[config.mk]
export PLATFORM = sky130hd
export DESIGN_NAME = adc_sequencer_digital_comparator
export DESIGN_NICKNAME = d
export VERILOG_FILES = /design/src/core/adc_seq_pkg.sv /design/src/core/adc_sequencer_digital_comparator.sv
export VERILOG_INCLUDE_DIRS = /design/src /design/src/core
export SDC_FILE = /design/constraint.sdc
export NUM_CORES = 1
export LEC_CHECK = 0
export BUFFER_PORTS_ARGS = -buffer_cell sky130_fd_sc_hd__buf_2
export CELL_PAD_IN_SITES_DETAIL_PLACEMENT = 1
export CELL_PAD_IN_SITES_GLOBAL_PLACEMENT = 1
export CORE_MARGIN = 4
export CORE_UTILIZATION = 40
export DETAILED_ROUTE_END_ITERATION = 16
export PLACE_DENSITY = 0.89
export SYNTH_ARGS = -nofsm -noshare
export SYNTH_HDL_FRONTEND = slang
export SYNTH_SLANG_ARGS = --single-unit
[constraint.sdc]
create_clock -name mclk -period 5.2 [get_ports mclk]
set_input_delay 0.78 -clock mclk [delete_from_list [all_inputs] [get_ports mclk]]
set_output_delay 0.78 -clock mclk [all_outputs]
set_load 0.01 [all_outputs]
[src/core/adc_seq_defines.svh]
// Overview of operation
// RULE1 - Sixteen external channels plus temperature sensor; any step picks any input.
// RULE2 - Four sequences with own triggers; depths eight, four, four and one.
// RULE3 - Highest-priority triggered sequence is captured first.
// RULE4 - Software should not give frequent triggers high priority; starvation risk.
// RULE5 - Averaging 2x to 64x, common to all sequences, throughput divided.
// RULE6 - One comparator word holds independent trigger and interrupt conditions.
// RULE7 - Trigger condition off never raises the fault trigger.
// RULE8 - Continuous modes fire for every result inside the chosen band.
// RULE9 - Entry modes fire once when a result moves into the band.
// RULE10 - Low hysteresis modes need a high result since the last firing.
// RULE11 - High hysteresis modes need a low result since the last firing.
// RULE12 - Low hysteresis entry fires only on entry into low after high.
// RULE13 - Interrupt condition off never raises the interrupt.
// RULE14 - Interrupt offers the same eleven conditions as the fault trigger.
// RULE15 - Low band at or below low threshold; high above high threshold.
// RULE16 - Trigger state and interrupt state have separate resets.
// RULE17 - Averaging factor zero stores single conversions.
// RULE18 - Trigger and interrupt paths keep separate entry and hysteresis state.
// RULE19 - After reset, paths have no previous band and hysteresis is disarmed.
`ifndef ADC_SEQ_DEFINES_SVH
`define ADC_SEQ_DEFINES_SVH
// ----------------------------------------
// Sequence geometry
// ----------------------------------------
`define SEQ0_DEPTH   4'h8
`define SEQ1_DEPTH   4'h4
`define SEQ2_DEPTH   4'h4
`define SEQ3_DEPTH   4'h1
`define SEQ0_BASE    5'h00
`define SEQ1_BASE    5'h08
`define SEQ2_BASE    5'h0c
`define SEQ3_BASE    5'h10
`define STEP_TOTAL   17
`define TEMP_CHANNEL 5'h10
`define AVG_LOG2_MAX 3'h6
`endif

[src/core/adc_seq_pkg.sv]
package adc_seq_pkg;
  localparam int DATA_W = 12;
  typedef enum logic [1:0] {band_low, band_mid, band_high, band_none} band_type;
  typedef enum logic [3:0] {
    fault_trig_off, fault_trig_low_continuous, fault_trig_low_entry,
    fault_trig_low_hyst_continuous, fault_trig_low_hyst_entry,
    fault_trig_mid_continuous, fault_trig_mid_entry,
    fault_trig_high_continuous, fault_trig_high_entry,
    fault_trig_high_hyst_continuous, fault_trig_high_hyst_entry
  } cond_type;
  typedef enum logic [1:0] {st_idle, st_start, st_wait, st_store} fsm_type;
  typedef struct packed {
    band_type prev;
    logic     arm_low;
    logic     arm_high;
  } cmp_path_type;
  typedef struct packed {
    logic [1:0]        seq;
    logic [2:0]        step;
    logic              last;
    logic [DATA_W-1:0] value;
  } sample_type;
  typedef struct packed {
    cond_type trig_cond;
    cond_type irq_cond;
  } cmp_cfg_type;
  typedef struct packed {
    sample_type [1:0]  buf_q;
    logic [1:0]        vld;
    fsm_type           fsm;
    logic [1:0]        seq;
    logic [2:0]        step;
    logic [DATA_W+5:0] acc;
    logic [6:0]        avg_cnt;
    logic [3:0]        pend;
    logic              conv_start;
    logic [4:0]        conv_chan;
    cmp_path_type      trig_path;
    cmp_path_type      irq_path;
    logic              fault_trig;
    logic              band_irq;
    logic              busy;
  } state_type;
endpackage

[src/core/adc_sequencer_digital_comparator.sv]
`timescale 1ns/1ps
`default_nettype none
`include "adc_seq_defines.svh"
module adc_sequencer_digital_comparator #(
  parameter logic [2:0] MAX_AVG_LOG2 = `AVG_LOG2_MAX // Largest averaging exponent served
) (
  input  wire logic                                mclk,              // 25 MHz clock
  input  wire logic                                rst_n,             // Async reset, low
  input  wire logic [3:0]                          seq_trig,          // Trigger per sequence
  input  wire logic [3:0]                          seq_enable,        // Sequence enables
  input  wire logic [3:0][1:0]                     seq_prio,          // 0 is highest
  input  wire logic [3:0][2:0]                     seq_last_step,     // Last step index
  input  wire logic [`STEP_TOTAL-1:0][4:0]         step_chan,         // Channel per step
  input  wire logic [2:0]                          avg_log2,          // 0 off, n gives 2^n, clamped to MAX_AVG_LOG2
  input  wire logic                                conv_done,         // Conversion finished
  input  wire logic [adc_seq_pkg::DATA_W-1:0]      conv_data,         // Conversion result
  input  wire logic [adc_seq_pkg::DATA_W-1:0]      low_band_threshold,  // Low/mid edge
  input  wire logic [adc_seq_pkg::DATA_W-1:0]      high_band_threshold, // Mid/high edge
  input  wire adc_seq_pkg::cmp_cfg_type            cmp_cfg,           // Both conditions
  input  wire logic                                cmp_trig_reset,    // Clear trigger path
  input  wire logic                                cmp_irq_reset,     // Clear irq path
  input  wire logic                                out_ready,         // Reader accepts
  output logic                                     out_valid,         // Sample available
  output adc_seq_pkg::sample_type                  out_data,          // Head sample
  output logic                                     conv_start,        // Start pulse
  output logic [4:0]                               conv_chan,         // Channel to convert
  output logic                                     fault_trig,        // Pulse to PWM fault
  output logic                                     band_irq,          // Interrupt pulse
  output logic                                     busy               // Sequence running
);
  import adc_seq_pkg::*;

  localparam cmp_path_type PATH_INIT = '{prev: band_none, arm_low: 1'b0, arm_high: 1'b0};

  if (MAX_AVG_LOG2 > `AVG_LOG2_MAX)
  begin : g_avg_limit
    $error("MAX_AVG_LOG2 above the supported 64x");
  end

  // ----------------------------------------
  // Comparator condition helpers
  // ----------------------------------------
  // Entry counts against the previous band; none after reset makes the first result an entry
  function automatic logic cond_fire(cond_type m, band_type b, cmp_path_type p);
    logic entry;
    entry = (b != p.prev);
    case (m)
      fault_trig_low_continuous:       cond_fire = (b == band_low);              // [RULE8]
      fault_trig_mid_continuous:       cond_fire = (b == band_mid);              // [RULE8]
      fault_trig_high_continuous:      cond_fire = (b == band_high);             // [RULE8]
      fault_trig_low_entry:            cond_fire = (b == band_low) && entry;     // [RULE9]
      fault_trig_mid_entry:            cond_fire = (b == band_mid) && entry;     // [RULE9]
      fault_trig_high_entry:           cond_fire = (b == band_high) && entry;    // [RULE9]
      fault_trig_low_hyst_continuous:  cond_fire = (b == band_low) && p.arm_low;   // [RULE10]
      fault_trig_low_hyst_entry:       cond_fire = (b == band_low) && entry && p.arm_low; // [RULE12]
      fault_trig_high_hyst_continuous: cond_fire = (b == band_high) && p.arm_high; // [RULE11]
      fault_trig_high_hyst_entry:      cond_fire = (b == band_high) && entry && p.arm_high; // [RULE11]
      default:                         cond_fire = 1'b0;                         // [RULE7] [RULE13]
    endcase
  endfunction

  // Arming follows the opposite band; a firing hysteresis mode disarms itself
  function automatic cmp_path_type path_next(cond_type m, band_type b, cmp_path_type p, logic f);
    cmp_path_type n;
    n = p;
    n.prev = b;
    if (b == band_high)
      n.arm_low = 1'b1;                                                          // [RULE10]
    if (b == band_low)
      n.arm_high = 1'b1;                                                         // [RULE11]
    if (f && (m == fault_trig_low_hyst_continuous || m == fault_trig_low_hyst_entry))
      n.arm_low = 1'b0;
    if (f && (m == fault_trig_high_hyst_continuous || m == fault_trig_high_hyst_entry))
      n.arm_high = 1'b0;
    path_next = n;
  endfunction

  state_type  st;
  state_type  next_st;
  logic       push;
  band_type   push_band;
  logic [2:0] avg_eff;
  logic       trig_fire;
  logic       irq_fire;

  assign out_valid  = st.vld[0];
  assign out_data   = st.buf_q[0];
  assign conv_start = st.conv_start;
  assign conv_chan  = st.conv_chan;
  assign fault_trig = st.fault_trig;
  assign band_irq   = st.band_irq;
  assign busy       = st.busy;

  // ----------------------------------------
  // Next-state logic
  // ----------------------------------------
  // One process computes the whole next state; outputs then come straight from flops
  always_comb
  begin
    logic [1:0]        best;
    logic [1:0]        best_prio;
    logic              found;
    logic [4:0]        base;
    logic [2:0]        last;
    logic [2:0]        cap;
    logic [DATA_W+5:0] avg;
    sample_type        smp;
    best      = 2'h0;
    best_prio = 2'h3;
    found     = 1'b0;
    base      = `SEQ0_BASE;
    last      = 3'h0;
    cap       = 3'h0;
    avg       = '0;
    smp       = '0;
    push      = 1'b0;
    trig_fire = 1'b0;
    irq_fire  = 1'b0;
    next_st   = st;
    next_st.conv_start = 1'b0;
    next_st.fault_trig = 1'b0;
    next_st.band_irq   = 1'b0;
    // Triggers are held until their sequence is granted, so none is lost while busy
    next_st.pend = st.pend | (seq_trig & seq_enable);                            // [RULE2]
    // Factor zero means single conversions; larger requests clamp to the limit
    avg_eff = (avg_log2 > MAX_AVG_LOG2) ? MAX_AVG_LOG2 : avg_log2;               // [RULE17]
    // Table base and depth cap of the running sequence; a larger last step is clamped
    case (st.seq)
      2'h0:    {base, cap} = {`SEQ0_BASE, 3'(`SEQ0_DEPTH - 4'h1)};
      2'h1:    {base, cap} = {`SEQ1_BASE, 3'(`SEQ1_DEPTH - 4'h1)};
      2'h2:    {base, cap} = {`SEQ2_BASE, 3'(`SEQ2_DEPTH - 4'h1)};
      default: {base, cap} = {`SEQ3_BASE, 3'(`SEQ3_DEPTH - 4'h1)}; // [RULE2]
    endcase
    last = (seq_last_step[st.seq] > cap) ? cap : seq_last_step[st.seq];
    // Reader side of the two-entry buffer shifts the head out
    if (st.vld[0] && out_ready)
    begin
      next_st.buf_q[0] = st.buf_q[1];
      next_st.vld      = {1'b0, st.vld[1]};
    end
    case (st.fsm)
      st_idle:
      begin
        // Lowest priority value wins; equal values go to the lower sequence number
        for (int i = 0; i < 4; i++)
        begin
          if (st.pend[i] && (!found || seq_prio[i] < best_prio))
          begin
            found     = 1'b1;
            best      = 2'(i);
            best_prio = seq_prio[i];                                             // [RULE3]
          end
        end
        if (found)
        begin
          next_st.seq        = best;
          next_st.step       = 3'h0;
          next_st.acc        = '0;
          next_st.avg_cnt    = 7'h00;
          next_st.pend[best] = 1'b0;
          next_st.fsm        = st_start;
          next_st.busy       = 1'b1;
        end
      end
      st_start:
      begin
        // Any of the 17 inputs per step, repeats allowed
        next_st.conv_start = 1'b1;
        next_st.conv_chan  = step_chan[5'(base + 5'(st.step))];                  // [RULE1]
        next_st.fsm        = st_wait;
      end
      st_wait:
      begin
        if (conv_done)
        begin
          next_st.acc     = st.acc + (DATA_W+6)'(conv_data);
          next_st.avg_cnt = st.avg_cnt + 7'h01;
          // Each stored word costs 2^n conversions, dividing throughput by the factor
          if ((st.avg_cnt + 7'h01) == (7'h01 << avg_eff))
            next_st.fsm = st_store;                                              // [RULE5]
          else
            next_st.fsm = st_start;
        end
      end
      st_store:
      begin
        // Stall here while the buffer is full so no result is dropped
        if (!next_st.vld[1])
        begin
          avg          = st.acc >> avg_eff;                                      // [RULE5]
          smp.seq      = st.seq;
          smp.step     = st.step;
          smp.last     = (st.step == last);
          smp.value    = avg[DATA_W-1:0];
          push         = 1'b1;
          if (next_st.vld[0])
          begin
            next_st.buf_q[1] = smp;
            next_st.vld[1]   = 1'b1;
          end
          else
          begin
            next_st.buf_q[0] = smp;
            next_st.vld[0]   = 1'b1;
          end
          next_st.acc     = '0;
          next_st.avg_cnt = 7'h00;
          if (st.step == last)
          begin
            next_st.fsm  = st_idle;
            next_st.busy = 1'b0;
          end
          else
          begin
            next_st.step = st.step + 3'h1;
            next_st.fsm  = st_start;
          end
        end
      end
      default:
        next_st.fsm = st_idle;
    endcase
    // Band of the stored result: thresholds themselves belong to the lower band
    if (avg[DATA_W-1:0] <= low_band_threshold)
      push_band = band_low;                                                      // [RULE15]
    else if (avg[DATA_W-1:0] <= high_band_threshold)
      push_band = band_mid;
    else
      push_band = band_high;
    // Two independent paths from one configuration word, each with its own memory
    if (push)
    begin
      trig_fire          = cond_fire(cmp_cfg.trig_cond, push_band, st.trig_path); // [RULE6]
      irq_fire           = cond_fire(cmp_cfg.irq_cond, push_band, st.irq_path);   // [RULE14]
      next_st.fault_trig = trig_fire;
      next_st.band_irq   = irq_fire;
      next_st.trig_path  = path_next(cmp_cfg.trig_cond, push_band, st.trig_path, trig_fire); // [RULE18]
      next_st.irq_path   = path_next(cmp_cfg.irq_cond, push_band, st.irq_path, irq_fire);
    end
    // Software resets win over an update in the same cycle
    if (cmp_trig_reset)
      next_st.trig_path = PATH_INIT;                                             // [RULE16]
    if (cmp_irq_reset)
      next_st.irq_path = PATH_INIT;                                              // [RULE16]
  end

  // ----------------------------------------
  // State register
  // ----------------------------------------
  always_ff @(posedge mclk or negedge rst_n)
  begin
    if (!rst_n)
    begin
      st           <= '0;
      st.trig_path <= PATH_INIT;                                                 // [RULE19]
      st.irq_path  <= PATH_INIT;                                                 // [RULE19]
    end
    else
      st <= next_st;
  end
endmodule
`default_nettype wire

==> results.toml, run 1 <==
[drt]
drtPass1Iterations = 5
vias = 6971
wl_um = 24320
routedWlPerCell_um = 20.15
via_per_inst = 5.775
drt.antenna.violating_nets = 0
drc_errors = 0
drt_iter0_markers = 457

[final_layout]
final_area_um2 = 8737
fin_util = 0.4847
fill_cells = 2155
num_antenna_cells = 0
multi_input_area_um2 = 4561
area_delta_synth_final_pct = 18.76
drive_gt1_frac = 0.2924
regArea_um2 = 2282
fin_cells = 1207
final_net_count = 1187

[placement]
port_buffers = 193
gp_congestion = 0.8865
pre_cts_slack_ps = 262.3
dp_hpwl_um = 19210
placed_area_um2 = 8413
dp_cells = 1191

[clocking]
root_buffer = "clkbuf_16"
cts_setup_buffers = 0
path_clk_slew_ps = 70
cts_made_buffers = 9
cts_hold_buffers = 0
clk_path_buf_depth = 2
clkSinkCount = 91
htree_levels = 3
clk_latency_ps = 350
cts_resized = 0
cts_tree = "built"

[timing]
period_minus_slack_ps = 4822
tns_ps = 0
max_freq_mhz = 207.4
setup_viol_count_final = 0
relSlewSlack = 0.2801
min_period_over_period = 0.9273
finClkSkew_ps = 6.505
hold_viol_final = 0
maxSlewViolCount = 0
tightest_slew_ps = 1080
rsz0062_at_grt = "no"
final.setup.worst_slack_ps = 377.9

[global_routing]
grt.met1_usage = 0.2851
grt_pass1_vias = 7254
grt_start_max_net_pins = 55
use_met3 = 0.03894
grt_util_all_layers = 0.2309
grt.overflow.total = 0
grt.busiest_layer = "met2"
antenna_found_initial = 1
use_met2 = 0.4145
grt_pass1_wl_um = 37680

[setup_path]
r2r_slack_ps = 930
arrival_ps = 5060
worst_path_most_repeated_cell = "mux2i_1"
cp_top_family = "compound AO/OA/AOI/OAI gates"
slowest_delay_ps = 600
path_class = "in -> reg"
start_kind = "input pin"
cpMaxStageDelayCell = "a2111oi_0"
cp_max_fo = 13
critPathCaptureType = "flop"
path_cells = "buf_2, nand2_1, and2_1, buf_4, mux2i_1, mux2i_1, mux2i_1, nor2_1, ha_1, nand4_1, a211oi_1, nor3_1, a31o_2, a211o_1, a2111oi_0, or3_1, o221ai_2, a211o_1"
required_ps = 5440
cp_num_buf_inv = 2

[floorplanning]
start_util = 0.4082
core_area_um2 = 18020
dieArea_um2 = 20630
pin_count = 194
die_width_um = 143.6
rows = 49
dieHeight_um = 143.6

[yosys]
synth_ff_type = "dfrtp_1"
synth_area_um2 = 7357
syn-instance-count = 814
yosysUniqueCellTypes = 74
synth_edf_count = 0
avgSynthCellArea_um2 = 9.038
seq_area_frac_synth = 0.3102
syn_nets = 1028
async_flop_share = 1.000
ys_warn_count = 0
synth-seq-cells = 91

[worst_hold_path]
hp-class = "in -> async"

[job]
drv_cap = 0

[power_and_ir_drop]
max-vdd-ir-drop_mv = 0.2186
p_leak_uw = 0.004128
powerDensity_nw_per_um2 = 451.3

[run_status]
status = "finished, final reports clean"
-- registers in the layout, indices dropped and copies added (netlist names) --
signal / cells
st: 63
busy: 1
fault_trig: 1
conv_start: 1
out_valid: 1
band_irq: 1
conv_chan: 5
out_data: 18
-- layout make-up --
type | count | area share
Multi-Input combinational cell | 613 | 0.5220
Sequential cell | 91 | 0.2612
Timing Repair Buffer | 212 | 0.1272
Tap cell | 229 | 0.03279
Clock buffer | 9 | 0.02578
Inverter | 46 | 0.01976
Clock inverter | 7 | 0.01131
-- layer usage --
layer | vias up | part of all wire
met1 | 3446 | 0.42
met2 | 209 | 0.51
li1 | 3278 | -
met3 | 36 | 0.056
met5 | - | 0.00033
met4 | 2 | 0.019
-- synth_stat cells, types with 9 or more instances --
library cell | instances | share of area
nand2b_1 | 11 | 0.0094
a211oi_1 | 26 | 0.027
a31oi_1 | 9 | 0.0077
o21ai_0 | 72 | 0.049
o31ai_1 | 14 | 0.014
nor2b_1 | 14 | 0.012
xnor2_1 | 11 | 0.013
mux2_2 | 9 | 0.014
mux4_2 | 30 | 0.092
mux2i_1 | 32 | 0.044
nand2_1 | 90 | 0.046
nor3_1 | 10 | 0.0068
ha_1 | 46 | 0.078
a21oi_1 | 55 | 0.037
dfrtp_1 | 87 | 0.30
clkbuf_1 | 28 | 0.014
buf_4 | 23 | 0.023
nand3_1 | 9 | 0.0061
nor2_1 | 51 | 0.026
inv_1 | 44 | 0.022
and3_1 | 15 | 0.013
-- cells in the final DEF, fill, tap and decap left out, drive strengths merged, types with 6 or more instances in the layout --
cell and count:
o31ai 14, clkbuf 9, dfrtp 87, nor4 6
mux2 9, a211o 6, a21o 6, nand2 90
nor3 10, a211oi 27, o21ai 73, nor2b 14
nand4 6, a31oi 9, xor2 8, nor2 51
inv 47, a22oi 7, and3 15, o21a 7
xnor2 11, mux4 30, nand2b 11, buf 212
ha 46, nand3 10, a21oi 56, mux2i 32
-- metrics by stage --
stage               hold WS [ps]  power, µW
global route               428.1       4248
floorplan                  442.9       2660
detailed placement         465.4       3220
finish                     394.8       3943
global placement           454.8       3113
CTS                        400.3       3966
-- power by group --
part,internal (µW),switching (µW)
sequential,953,259
clock,425,301
combinational,858,1150
total,2240,1710
-- final timing paths --
path,depth (start not counted),startpoint,to
min in group mclk,2,st[90],st[90]
min reg2reg,2,st[90],st[90]
min,1,rst_n,conv_chan[1]
max in group asynchronous,2,rst_n,st[44]
max reg2reg,14,st[39],fault_trig
max,18,avg_log2[2],fault_trig
-- cells by family after synthesis --
| group | share of synthesized area |
|---|---|
| AOI/OAI and AO/OA | 0.2037 |
| xor gates and xnor gates | 0.02262 |
| adders and majority gates | 0.08503 |
| buffers and inverters | 0.07058 |
| DFF | 0.3102 |
| muxes | 0.1492 |
| and+or+nand+nor | 0.1587 |
Note: power is estimated with default switching activity, not from simulation.
==> inputs of run 2 (changes only) <==
Settings changed: CORE_UTILIZATION 40 to 36, PLACE_DENSITY 0.89 to 0.85.
Clock period 5.2 ns to 4.2 ns, I/O delays scaled along.
==> run 2 against run 1 <==
The run now ends with setup timing left; clock skew rose by 2.2 ps; critical path depth did not move; cell count rose by 6.2%; utilization fell by 2.2 points; highest routed layer is now met4; design area rose by 6.9%.
==> results.toml, run 2 (synthesis gave the netlist of run 1 again) <==
[timing]
finClkSkew_ps = 8.723
period_minus_slack_ps = 4202
maxSlewViolCount = 0
setup_viol_count_final = 1
tns_ps = -1.753
min_period_over_period = 1.000
hold_viol_final = 0
final.setup.worst_slack_ps = -1.753
rsz0062_at_grt = "yes"
max_freq_mhz = 238.0
relSlewSlack = 0.2456
tightest_slew_ps = 1132

[drt]
drtPass1Iterations = 4
drt_iter0_markers = 495
routedWlPerCell_um = 20.56
drc_errors = 0
drt.antenna.violating_nets = 0
via_per_inst = 5.537
vias = 7099
wl_um = 26360

[final_layout]
drive_gt1_frac = 0.3567
layout_commonest_cell = "buf_2"
largest_reg_flops = 63
final_area_um2 = 9340
layout_common_cells = "buf_2, nand2_1, dfrtp_1, o21ai_0, a21oi_1"
multi_input_area_um2 = 4825
num_antenna_cells = 0
regArea_um2 = 2282
regMostFlops = "st"
area_delta_synth_final_pct = 26.96
final_net_count = 1221
fill_cells = 2401

[worst_hold_path]
hp-class = "in -> async"

[floorplanning]
die_width_um = 151.0
dieHeight_um = 151.0
start_util = 0.3648
rows = 52
core_area_um2 = 20170
dieArea_um2 = 22790
pin_count = 194

[global_routing]
grt_start_max_net_pins = 73
grt_pass1_wl_um = 38970
grt_util_all_layers = 0.2156
grt.overflow.total = 0
antenna_found_initial = 0
grt_pass1_vias = 7410

[setup_path]
path_class = "in -> reg"
critPathCaptureType = "flop"
cp_max_fo = 8
arrival_ps = 4500
required_ps = 4500
start_kind = "input pin"

[clocking]
path_clk_slew_ps = 70
cts_tree = "built"
clk_latency_ps = 360
cts_made_buffers = 9
htree_levels = 3
root_buffer = "clkbuf_16"
clk_path_buf_depth = 2
cts_hold_buffers = 0
clkSinkCount = 91

[power_and_ir_drop]
p_leak_uw = 0.004318
powerDensity_nw_per_um2 = 537.0
max-vdd-ir-drop_mv = 0.2477

[job]
drv_cap = 0

[run_status]
status = "finished with violations"
violations = "setup timing"

[placement]
gp_congestion = 0.8973
port_buffers = 193
pre_cts_slack_ps = -630.4
dp_hpwl_um = 19980
placed_area_um2 = 8691
==> run 2: changes by cell type in the layout (fill, tap and decap cells not counted), sizes merged <==
cell and change:
clkinv -2, buf +33, inv +2, bufinv -1
clkinvlp +1, clkbuf +1
==> run 2: critical path: stages <==
cell	delay [ps]
buf_6	100
nand2_4	60
and2_4	200
clkbuf_16	170
mux2i_1	250
o21ai_0	150
a21oi_1	320
nor2_1	130
ha_1	350
nor2b_1	160
o21ai_0	110
a211o_1	290
a21o_1	200
a211o_4	410
nor3b_2	200
o41ai_2	300
nor4bb_2	320
a211o_1	160
==> run 2: per-layer routing <==
layer / track usage / wire length [µm]
met5: 0 / 0
met4: 0.05984 / 338
met3: 0.03830 / 1465
met1: 0.2637 / 10760
met2: 0.3887 / 13790
==> run 2: timing repair <==
item,4_1_cts,5_1_grt
setup endpoints to repair,6,10
gates cloned,0,1
pin swaps,2,22
resized for setup,6,49
buffers inserted,1,5
==> run 2: worst paths after layout <==
path	from	endpoint	slack, ps	cells past startpoint
setup / recovery	avg_log2[1]	fault_trig	-2	18
hold / removal	rst_n	conv_chan[1]	400	1
setup reg to reg	st[40]	fault_trig	100	18
hold reg to reg	conv_chan[3]	conv_chan[3]	480	2
max in group asynchronous	rst_n	out_data[9]	2890	2
min in group mclk	conv_chan[3]	conv_chan[3]	480	2
==> run 2: cell type report <==
class,instances,share of cell area
Multi-Input combinational cell,613,0.5165
Sequential cell,91,0.2443
Timing Repair Buffer,246,0.1512
Tap cell,270,0.03617
Clock buffer,9,0.02411
Inverter,46,0.01889
Clock inverter,7,0.008707
==> run 2: stage by stage <==
step | instances | util | power [µW] | hold slack, ps
2_1_floorplan | 814 | - | 3297 | 334.4
3_3_place_gp | 1259 | 0.4309 | 3917 | 453.7
3_5_place_dp | 1259 | 0.4309 | 4062 | 465.2
4_1_cts | 1276 | 0.4480 | 4962 | 464.9
5_1_grt | 1282 | 0.4631 | 5390 | 495.2
6_report | 1282 | 0.4631 | 5015 | 402.4
==> run 2: where the power goes <==
group | total [µW] | leakage [µW] | switching [µW] | internal, µW
registers | 1520 | 0.00117 | 344 | 1180
clock network | 868 | 0.000147 | 396 | 472
logic | 2620 | 0.00300 | 1490 | 1130
